===== src/common/exec_consts.svh =====
// constants for the subtract, nibble swap and table read execution block
`ifndef EXEC_CONSTS_SVH
`define EXEC_CONSTS_SVH

// register map, byte addresses on the plain register port
`define ACC_OFFSET 8'h00
`define FLAGS_OFFSET 8'h04
`define TBL_PTR_OFFSET 8'h08
`define TBL_DATA_OFFSET 8'h0C

// flag bit positions in the flags register
`define FLAG_CARRY_BIT 0
`define FLAG_HALF_BIT 1
`define FLAG_ZERO_BIT 2

// reset values
`define ACC_RESET 8'h00
`define FLAGS_RESET 3'h0
`define TBL_PTR_RESET 3'h0
`define TBL_DATA_RESET 6'h00

// field positions inside a program word
`define ROM_LOW_MSB 7
`define ROM_HIGH_LSB 8
`define ROM_HIGH_MSB 13

// cycles a table read occupies
`define TABLE_READ_CYCLES 2

`endif


===== src/common/exec_pkg.sv =====
// types shared by the execution block
package exec_pkg;

   typedef enum logic [1:0] {
      OP_SUB_REG_MINUS_ACC = 2'b00,
      OP_SUB_IMM_MINUS_ACC = 2'b01,
      OP_NIBBLE_SWAP_REG = 2'b10,
      OP_PROGRAM_ROM_TABLE_READ = 2'b11
   } op_e;

   typedef enum logic [0:0] {
      ST_IDLE = 1'b0,
      ST_TABLE = 1'b1
   } phase_e;

   typedef struct packed {
      phase_e phase;
      logic [7:0] accumulator;
      logic zero_flag;
      logic half_carry_flag;
      logic carry_flag;
      logic [2:0] table_high_pointer;
      logic [5:0] table_high_data;
      logic [10:0] rom_addr;
      logic rom_re;
      logic reg_we;
      logic [6:0] reg_waddr;
      logic [7:0] reg_wdata;
      logic [31:0] rdata;
      logic done;
   } exec_state_s;

endpackage : exec_pkg


===== src/rtl/subtract_unit.sv =====
// two's complement subtract with no-borrow carry, half carry and zero
module subtract_unit
   import exec_pkg::*;
(
   input wire logic [7:0] minuend_in,    // register or immediate operand
   input wire logic [7:0] subtrahend_in, // accumulator
   output logic [7:0] diff_out,          // minuend minus subtrahend
   output logic carry_out,               // high when no borrow
   output logic half_carry_out,          // high when no low nibble borrow
   output logic zero_out                 // difference is zero
);
   logic [8:0] full_sum;
   logic [4:0] low_sum;

   // a - b done as a + ~b + 1, so the carry out is the inverted borrow
   always_comb begin
      full_sum = {1'b0, minuend_in} + {1'b0, ~subtrahend_in} + 9'h001;
      low_sum = {1'b0, minuend_in[3:0]} + {1'b0, ~subtrahend_in[3:0]} + 5'h01;
      diff_out = full_sum[7:0];
      carry_out = full_sum[8];
      half_carry_out = low_sum[4];
      zero_out = (full_sum[7:0] == 8'h00);
   end
endmodule : subtract_unit


===== src/rtl/exec_unit.sv =====
// execution of register/immediate subtract, nibble swap and program rom table read
`include "exec_consts.svh"
module exec_unit
   import exec_pkg::*;
(
   input wire logic clk_in,                 // 10 MHz core clock
   input wire logic rst_in,                 // asynchronous reset, active high
   // instruction issue
   input wire logic op_valid_in,            // one-cycle instruction strobe
   input wire logic [1:0] op_code_in,       // op_e encoding
   input wire logic [6:0] reg_addr_in,      // data-memory register 0..127
   input wire logic dest_in,                // register subtract and swap: 0 accumulator, 1 register
   input wire logic [7:0] imm_in,           // immediate operand
   input wire logic [7:0] reg_data_in,      // current value of the addressed register
   output logic busy_out,                   // second cycle of a table read
   output logic done_out,                   // one-cycle completion pulse
   // register file write back
   output logic reg_we_out,                 // one-cycle write strobe
   output logic [6:0] reg_waddr_out,        // register written
   output logic [7:0] reg_wdata_out,        // value written
   // program rom
   output logic rom_re_out,                 // rom address valid
   output logic [10:0] rom_addr_out,        // {pointer, accumulator}
   input wire logic [13:0] rom_data_in,     // word at rom_addr_out, same cycle
   // core view of the state
   output logic [7:0] accumulator_out,      // accumulator
   output logic zero_flag_out,              // zero flag
   output logic half_carry_flag_out,        // half carry flag
   output logic carry_flag_out,             // carry flag
   output logic [5:0] table_high_data_out,  // table high data
   // register port
   input wire logic [7:0] bus_addr_in,      // byte address
   input wire logic [31:0] bus_wdata_in,    // write data
   input wire logic bus_we_in,              // write strobe
   input wire logic bus_re_in,              // read strobe
   output logic [31:0] bus_rdata_out        // read data, cycle after the strobe
);

   ////////////////////////////////////////////////////////////////////////////////
   // helpers

   function automatic logic [7:0] swap_nibbles(input logic [7:0] value);
      return {value[3:0], value[7:4]};
   endfunction : swap_nibbles

   function automatic logic [31:0] read_mux(input logic [7:0] addr, input exec_state_s s);
      logic [31:0] word;
      word = 32'h0000_0000;
      unique case (addr)
         `ACC_OFFSET: word = {24'h00_0000, s.accumulator};
         `FLAGS_OFFSET: begin
            word[`FLAG_CARRY_BIT] = s.carry_flag;
            word[`FLAG_HALF_BIT] = s.half_carry_flag;
            word[`FLAG_ZERO_BIT] = s.zero_flag;
         end
         `TBL_PTR_OFFSET: word = {29'h0, s.table_high_pointer};
         `TBL_DATA_OFFSET: word = {26'h0, s.table_high_data};
         default: word = 32'h0000_0000;
      endcase
      return word;
   endfunction : read_mux

   ////////////////////////////////////////////////////////////////////////////////
   // state

   exec_state_s state;
   exec_state_s next_state;

   logic [7:0] sub_minuend;
   logic [7:0] sub_diff;
   logic sub_carry;
   logic sub_half;
   logic sub_zero;
   op_e op;

   assign op = op_e'(op_code_in);
   // the immediate form shares the one subtractor with the register form
   assign sub_minuend = (op == OP_SUB_IMM_MINUS_ACC) ? imm_in : reg_data_in;

   subtract_unit sub_core (
      .minuend_in(sub_minuend),
      .subtrahend_in(state.accumulator),
      .diff_out(sub_diff),
      .carry_out(sub_carry),
      .half_carry_out(sub_half),
      .zero_out(sub_zero)
   );

   ////////////////////////////////////////////////////////////////////////////////
   // next state

   always_comb begin
      logic [7:0] result;
      result = 8'h00;
      next_state = state;
      next_state.reg_we = 1'b0;
      next_state.done = 1'b0;
      next_state.rom_re = 1'b0;
      next_state.rdata = 32'h0000_0000;

      // register port; an instruction in the same cycle overrides a bus write
      if (bus_re_in) begin
         next_state.rdata = read_mux(bus_addr_in, state);
      end
      if (bus_we_in) begin
         unique case (bus_addr_in)
            `ACC_OFFSET: next_state.accumulator = bus_wdata_in[7:0];
            `FLAGS_OFFSET: begin
               next_state.carry_flag = bus_wdata_in[`FLAG_CARRY_BIT];
               next_state.half_carry_flag = bus_wdata_in[`FLAG_HALF_BIT];
               next_state.zero_flag = bus_wdata_in[`FLAG_ZERO_BIT];
            end
            `TBL_PTR_OFFSET: next_state.table_high_pointer = bus_wdata_in[2:0];
            default: begin
            end
         endcase
      end

      unique case (state.phase)
         ST_IDLE: begin
            // one-cycle instructions finish at the edge that takes them
            if (op_valid_in) begin
               unique case (op)
                  OP_SUB_REG_MINUS_ACC, OP_SUB_IMM_MINUS_ACC: begin
                     result = sub_diff;
                     next_state.carry_flag = sub_carry;
                     next_state.half_carry_flag = sub_half;
                     next_state.zero_flag = sub_zero;
                     if (op == OP_SUB_REG_MINUS_ACC && dest_in) begin
                        next_state.reg_we = 1'b1;
                        next_state.reg_waddr = reg_addr_in;
                        next_state.reg_wdata = result;
                     end else begin
                        next_state.accumulator = result;
                     end
                     next_state.done = 1'b1;
                  end
                  OP_NIBBLE_SWAP_REG: begin
                     result = swap_nibbles(reg_data_in);
                     if (dest_in) begin
                        next_state.reg_we = 1'b1;
                        next_state.reg_waddr = reg_addr_in;
                        next_state.reg_wdata = result;
                     end else begin
                        next_state.accumulator = result;
                     end
                     next_state.done = 1'b1;
                  end
                  OP_PROGRAM_ROM_TABLE_READ: begin
                     // pointer written by the bus in this same cycle is not yet used
                     next_state.rom_addr = {state.table_high_pointer,
                                            state.accumulator};
                     next_state.rom_re = 1'b1;
                     next_state.phase = ST_TABLE;
                  end
               endcase
            end
         end
         ST_TABLE: begin
            // second cycle: rom word is valid beside rom_addr_out; new issue is ignored
            next_state.accumulator = rom_data_in[`ROM_LOW_MSB:0];
            next_state.table_high_data = rom_data_in[`ROM_HIGH_MSB:`ROM_HIGH_LSB];
            next_state.phase = ST_IDLE;
            next_state.done = 1'b1;
         end
      endcase
   end

   ////////////////////////////////////////////////////////////////////////////////
   // registers

   always_ff @(posedge clk_in or posedge rst_in) begin
      if (rst_in) begin
         state.phase <= ST_IDLE;
         state.accumulator <= `ACC_RESET;
         {state.zero_flag, state.half_carry_flag, state.carry_flag} <= `FLAGS_RESET;
         state.table_high_pointer <= `TBL_PTR_RESET;
         state.table_high_data <= `TBL_DATA_RESET;
         state.rom_addr <= 11'h000;
         state.rom_re <= 1'b0;
         state.reg_we <= 1'b0;
         state.reg_waddr <= 7'h00;
         state.reg_wdata <= 8'h00;
         state.rdata <= 32'h0000_0000;
         state.done <= 1'b0;
      end else begin
         state <= next_state;
      end
   end

   ////////////////////////////////////////////////////////////////////////////////
   // outputs, all straight from the state flops

   assign busy_out = (state.phase == ST_TABLE);
   assign done_out = state.done;
   assign reg_we_out = state.reg_we;
   assign reg_waddr_out = state.reg_waddr;
   assign reg_wdata_out = state.reg_wdata;
   assign rom_re_out = state.rom_re;
   assign rom_addr_out = state.rom_addr;
   assign accumulator_out = state.accumulator;
   assign zero_flag_out = state.zero_flag;
   assign half_carry_flag_out = state.half_carry_flag;
   assign carry_flag_out = state.carry_flag;
   assign table_high_data_out = state.table_high_data;
   assign bus_rdata_out = state.rdata;

endmodule : exec_unit


===== config.mk =====
export PLATFORM = sky130hd
export DESIGN_NAME = exec_unit
export DESIGN_NICKNAME = d
export VERILOG_FILES = /design/src/common/exec_pkg.sv /design/src/rtl/subtract_unit.sv /design/src/rtl/exec_unit.sv
export VERILOG_INCLUDE_DIRS = /design/src /design/src/common
export SDC_FILE = /design/constraint.sdc
export NUM_CORES = 1
export LEC_CHECK = 0
export ABC_AREA = 0
export BUFFER_PORTS_ARGS = -buffer_cell sky130_fd_sc_hd__buf_4
export CAP_MARGIN = 15
export CELL_PAD_IN_SITES_DETAIL_PLACEMENT = 1
export CELL_PAD_IN_SITES_GLOBAL_PLACEMENT = 1
export CORE_MARGIN = 2
export CORE_UTILIZATION = 35
export DETAILED_ROUTE_END_ITERATION = 6
export HOLD_SLACK_MARGIN = 0.12
export PLACE_DENSITY_LB_ADDON = 0.1
export SLEW_MARGIN = 10
export SYNTH_ARGS = -nofsm -noshare
export SYNTH_HDL_FRONTEND = slang
export SYNTH_HIERARCHICAL = 1
export SYNTH_SLANG_ARGS = --single-unit

===== constraint.sdc =====
create_clock -name clk_in -period 2.7 [get_ports clk_in]
set_clock_uncertainty 0.2 [all_clocks]
set_input_delay 0.135 -clock clk_in [delete_from_list [all_inputs] [get_ports clk_in]]
set_output_delay 0.135 -clock clk_in [all_outputs]
set_load 0.05 [all_outputs]

==> results.sh <==
export IMPL_design_portCount=164
export IMPL_timing_critical_path_slowest_cell_delay_ps=530
export IMPL_post_synth_xor_area_fraction_pct=0.729
export IMPL_power_switching_mw=1.80
export IMPL_synth_seq_area_share_pct=39.6
export IMPL_drt_antenna_violating_nets=0
export IMPL_synth_top_cell_area_share_pct=39.6
export IMPL_final_cell_area_um2=5080
export IMPL_holdPathStages=4
export IMPL_slew_viol_final=0
export IMPL_hp_class="in -> reg"
export IMPL_cap_viol_max_count=0
export IMPL_effective_utilization_at_floorplan_pct=35.4
export IMPL_worst_setup_path_type="in -> reg"
export IMPL_clock_tree_htree_level_count=3
export IMPL_placed_cell_area_um2=4300
export IMPL_die_width_um=106
export IMPL_grt_pass1_wl_mm=16.7
export IMPL_drt_pass1_iter_count=4
export IMPL_clock_tree_from_tritoncts="yes"
export IMPL_synth_warnings=6
export IMPL_n_fill_cell=1149
export IMPL_power_combinational_fraction_pct=50.4
export IMPL_core_area_um2=10200
export IMPL_largest_driver_fanout_on_the_critical_path=3
export IMPL_wirelength_mm=10.6
export IMPL_synth_enable_flop_cells=0
export IMPL_final_setup_viol_count=0
export IMPL_yosys_mux_area_fraction_pct=17.1
export IMPL_final_critical_path_setup_slack_ps=116
export IMPL_power_density_nw_per_um2=836
export IMPL_synth_largest_area_cell="dfrtp_1"
export IMPL_fraction_of_the_mapped_netlist_area_in_compound_gates_pct=11.6
export IMPL_fmaxAchievable_mhz=387
export IMPL_number_of_buffers_on_the_longest_clock_path=2
export IMPL_slew_headroom_pct=48.5
export IMPL_ir_worst_vdd_v=0.000436
export IMPL_final_layout_size_suffix_gt1_share_pct=44.0
export IMPL_n_antenna_cell=0
export IMPL_layout_common_cells="buf_4, dfrtp_1, dlygate4sd3_1"
export IMPL_synth_top_family_by_area="buffers and inverters"
export IMPL_post_synth_instance_area_um2=3610
export IMPL_worst_hold_slack_ps=132
export IMPL_die_h_um=106
export IMPL_final_common_cell="buf_4"
export IMPL_avgViaCountPerCell=4.71
export IMPL_ys_async_sr_fraction_pct=100
export IMPL_worstRegToRegCells=11
export IMPL_intPower_mw=2.45
export IMPL_tritoncts_num_sinks=57
export IMPL_critical_path_slowest_cell="dlygate4sd3_1"
export IMPL_ys_ff_latch=57
export IMPL_grt_setup_unrepaired="no"
export IMPL_adder_cell_fraction_of_synth_area_pct=3.33
export IMPL_crit_arrival_ps=2550
export IMPL_grt_residual_overflow=0
export IMPL_dr_first_iter_drc_count=50
export IMPL_synth_main_ff_cell="dfrtp_1"
export IMPL_cts_made_buffers=9
export IMPL_worst_slew_pin_slew_ps=769
export IMPL_port_buffers=115
export IMPL_initial_antenna_violation_count=0
export IMPL_vias=2908
export IMPL_grt_start_max_net_pins=25
export IMPL_finish_net_count=571
export IMPL_root_buffer="clkbuf_8"
export IMPL_clk_latency_ps=330
export IMPL_timing_hold_violations_final=0
export IMPL_netlist_top_cells_area="dfrtp_1, buf_4, mux2_2"
export IMPL_path_clk_slew_ps=60
export IMPL_placementRows=37
export IMPL_timing_critical_path_from_type="input port"
export IMPL_vias_in_the_first_global_route=3066
export IMPL_hpwlAfterDp_mm=7.77
export IMPL_grtUsageTotal_pct=19.4
export IMPL_netlist_cell_type_count=46
export IMPL_min_period_over_period_pct=95.7
export IMPL_clockPowerShare_pct=21.9
export IMPL_drc_violations=0
export IMPL_power_share_switching_pct=42.3
export IMPL_fp_dieArea_um2=11100
export IMPL_synth_simple_gate_area_share_pct=8.88
export IMPL_dp_cells=551
export IMPL_pwr_share_seq_pct=27.7
export IMPL_final_weighted_congestion_of_routability_driven_global_placement=0.803
export IMPL_cp_data_required_time_ps=2670
export IMPL_count_of_non_filler_cells_in_the_finished_layout=618
export IMPL_path_cells="dlygate4sd3_1 > buf_4 > mux2_2 > ha_4 > o211ai_1 > a21oi_2 > a211oi_1 > xnor2_1 > o32a_1 > o22ai_1 > a21oi_1"
export IMPL_worst_case_setup_slack_after_placement_ps=-342
export IMPL_wire_per_inst_um=17.2
export IMPL_worstSetupEndpointType="flop"
export IMPL_synth_cells=336
export IMPL_avgSynthCellArea_um2=10.7
export IMPL_fin_tns_setup_ps=0
export IMPL_fin_crit_ps=2580
export IMPL_layout_area_overhead_vs_synth_pct=40.8
export IMPL_outcome="completed"
export IMPL_static_leakage_power_nw=2.50
==> area by class of cell <==
| type | count | area [µm²] | area share (%) |
|---|---|---|---|
| Inverter | 15 | 56.3 | 1.11 |
| Clock inverter | 4 | 73.8 | 1.45 |
| Sequential cell | 57 | 1430 | 28.1 |
| Timing Repair Buffer | 192 | 1570 | 30.9 |
| Tap cell | 136 | 170 | 3.35 |
| Clock buffer | 12 | 155 | 3.05 |
| Multi-Input combinational cell | 202 | 1630 | 32.1 |
==> sequential cells by signal, indices dropped and copies added, names as in the netlist <==
register	count
reg_wdata_out	8
rom_addr_out	11
zero_flag_out	1
reg_waddr_out	7
busy_out	1
table_high_data_out	6
carry_flag_out	1
accumulator_out	8
state	3
done_out	1
bus_rdata_out	8
half_carry_flag_out	1
reg_we_out	1
==> path summary, 6_finish.rpt <==
kind                               startpoint                 end  slack (ps)
max                            reg_data_in[3]  accumulator_out[5]         120
min                            bus_addr_in[4]           state[68]         130
max reg2reg                accumulator_out[4]  accumulator_out[4]         150
min reg2reg                  reg_waddr_out[3]    reg_waddr_out[3]         320
max in group asynchronous              rst_in  accumulator_out[1]        1520
min in group asynchronous              rst_in     rom_addr_out[6]         150
==> cell usage after synthesis (3+ instances only) <==
cell type  count
dfrtp_1       57
a21oi_1       25
inv_1         15
mux2_4         9
nand2_1        6
mux4_2         3
mux2i_1       12
nand2b_1       5
o21a_1         3
nor2_1        18
mux2_2        26
nor2b_1        4
o32a_1         7
a22oi_1        7
buf_2          7
buf_4         74
o21ai_0        3
o22ai_1        7
ha_1           8
nand3_1        4
xnor2_1        3
==> power groups by stage <==
stage	clock network [mW]	logic (mW)	registers (mW)
after floorplan	0	1.54	1.19
after global placement	0	2.00	1.19
after detailed placement	0	2.02	1.19
after CTS	0.947	2.09	1.18
after global routing	0.997	2.25	1.20
final	0.929	2.14	1.18
==> stage by stage <==
| step | utilization [%] | total power [mW] |
|---|---|---|
| 3_5_place_dp | 42.2 | 3.21 |
| 2_1_floorplan | - | 2.73 |
| 6_report | 49.9 | 4.24 |
| 3_3_place_gp | 42.2 | 3.18 |
| 5_1_grt | 49.9 | 4.45 |
| 4_1_cts | 49.4 | 4.21 |
==> timing repair <==
item,4_1_cts,5_1_grt
hold endpoints to repair,101,0
endpoints found under the setup margin,1,6
setup buffers,1,1
hold buffers,49,0
pin swaps,1,1
resized for setup,0,9
==> layer usage <==
layer  part of all wire (%)  vias to the layer above  track usage (%)
li1                       -                     1367                -
met1                     43                     1436             24.6
met2                     52                       96             34.6
met3                    4.5                        9             3.34
met4                   0.89                        0             4.61
met5                      0                        -                0
==> critical path, delay by kind of cell <==
family,cells,cell delay (ps)
AO/OA/AOI/OAI,6,1050
buffers and inverters,2,670
multiplexers,1,290
adder cells (fa/ha/maj),1,250
XOR/XNOR,1,140
==> kinds of logic (layout without fill, tap and decap cells) <==
group / count (synthesis) / count (layout)
buffers and inverters: 100 / 223
multiplexers: 50 / 50
adder cells (fa/ha/maj): 9 / 9
XOR/XNOR: 3 / 3
AND/OR/NAND/NOR: 54 / 54
flip-flops: 57 / 57
AO/OA/AOI/OAI: 62 / 62
other: 1 / 24
Note: power is estimated with default switching activity, not from simulation.
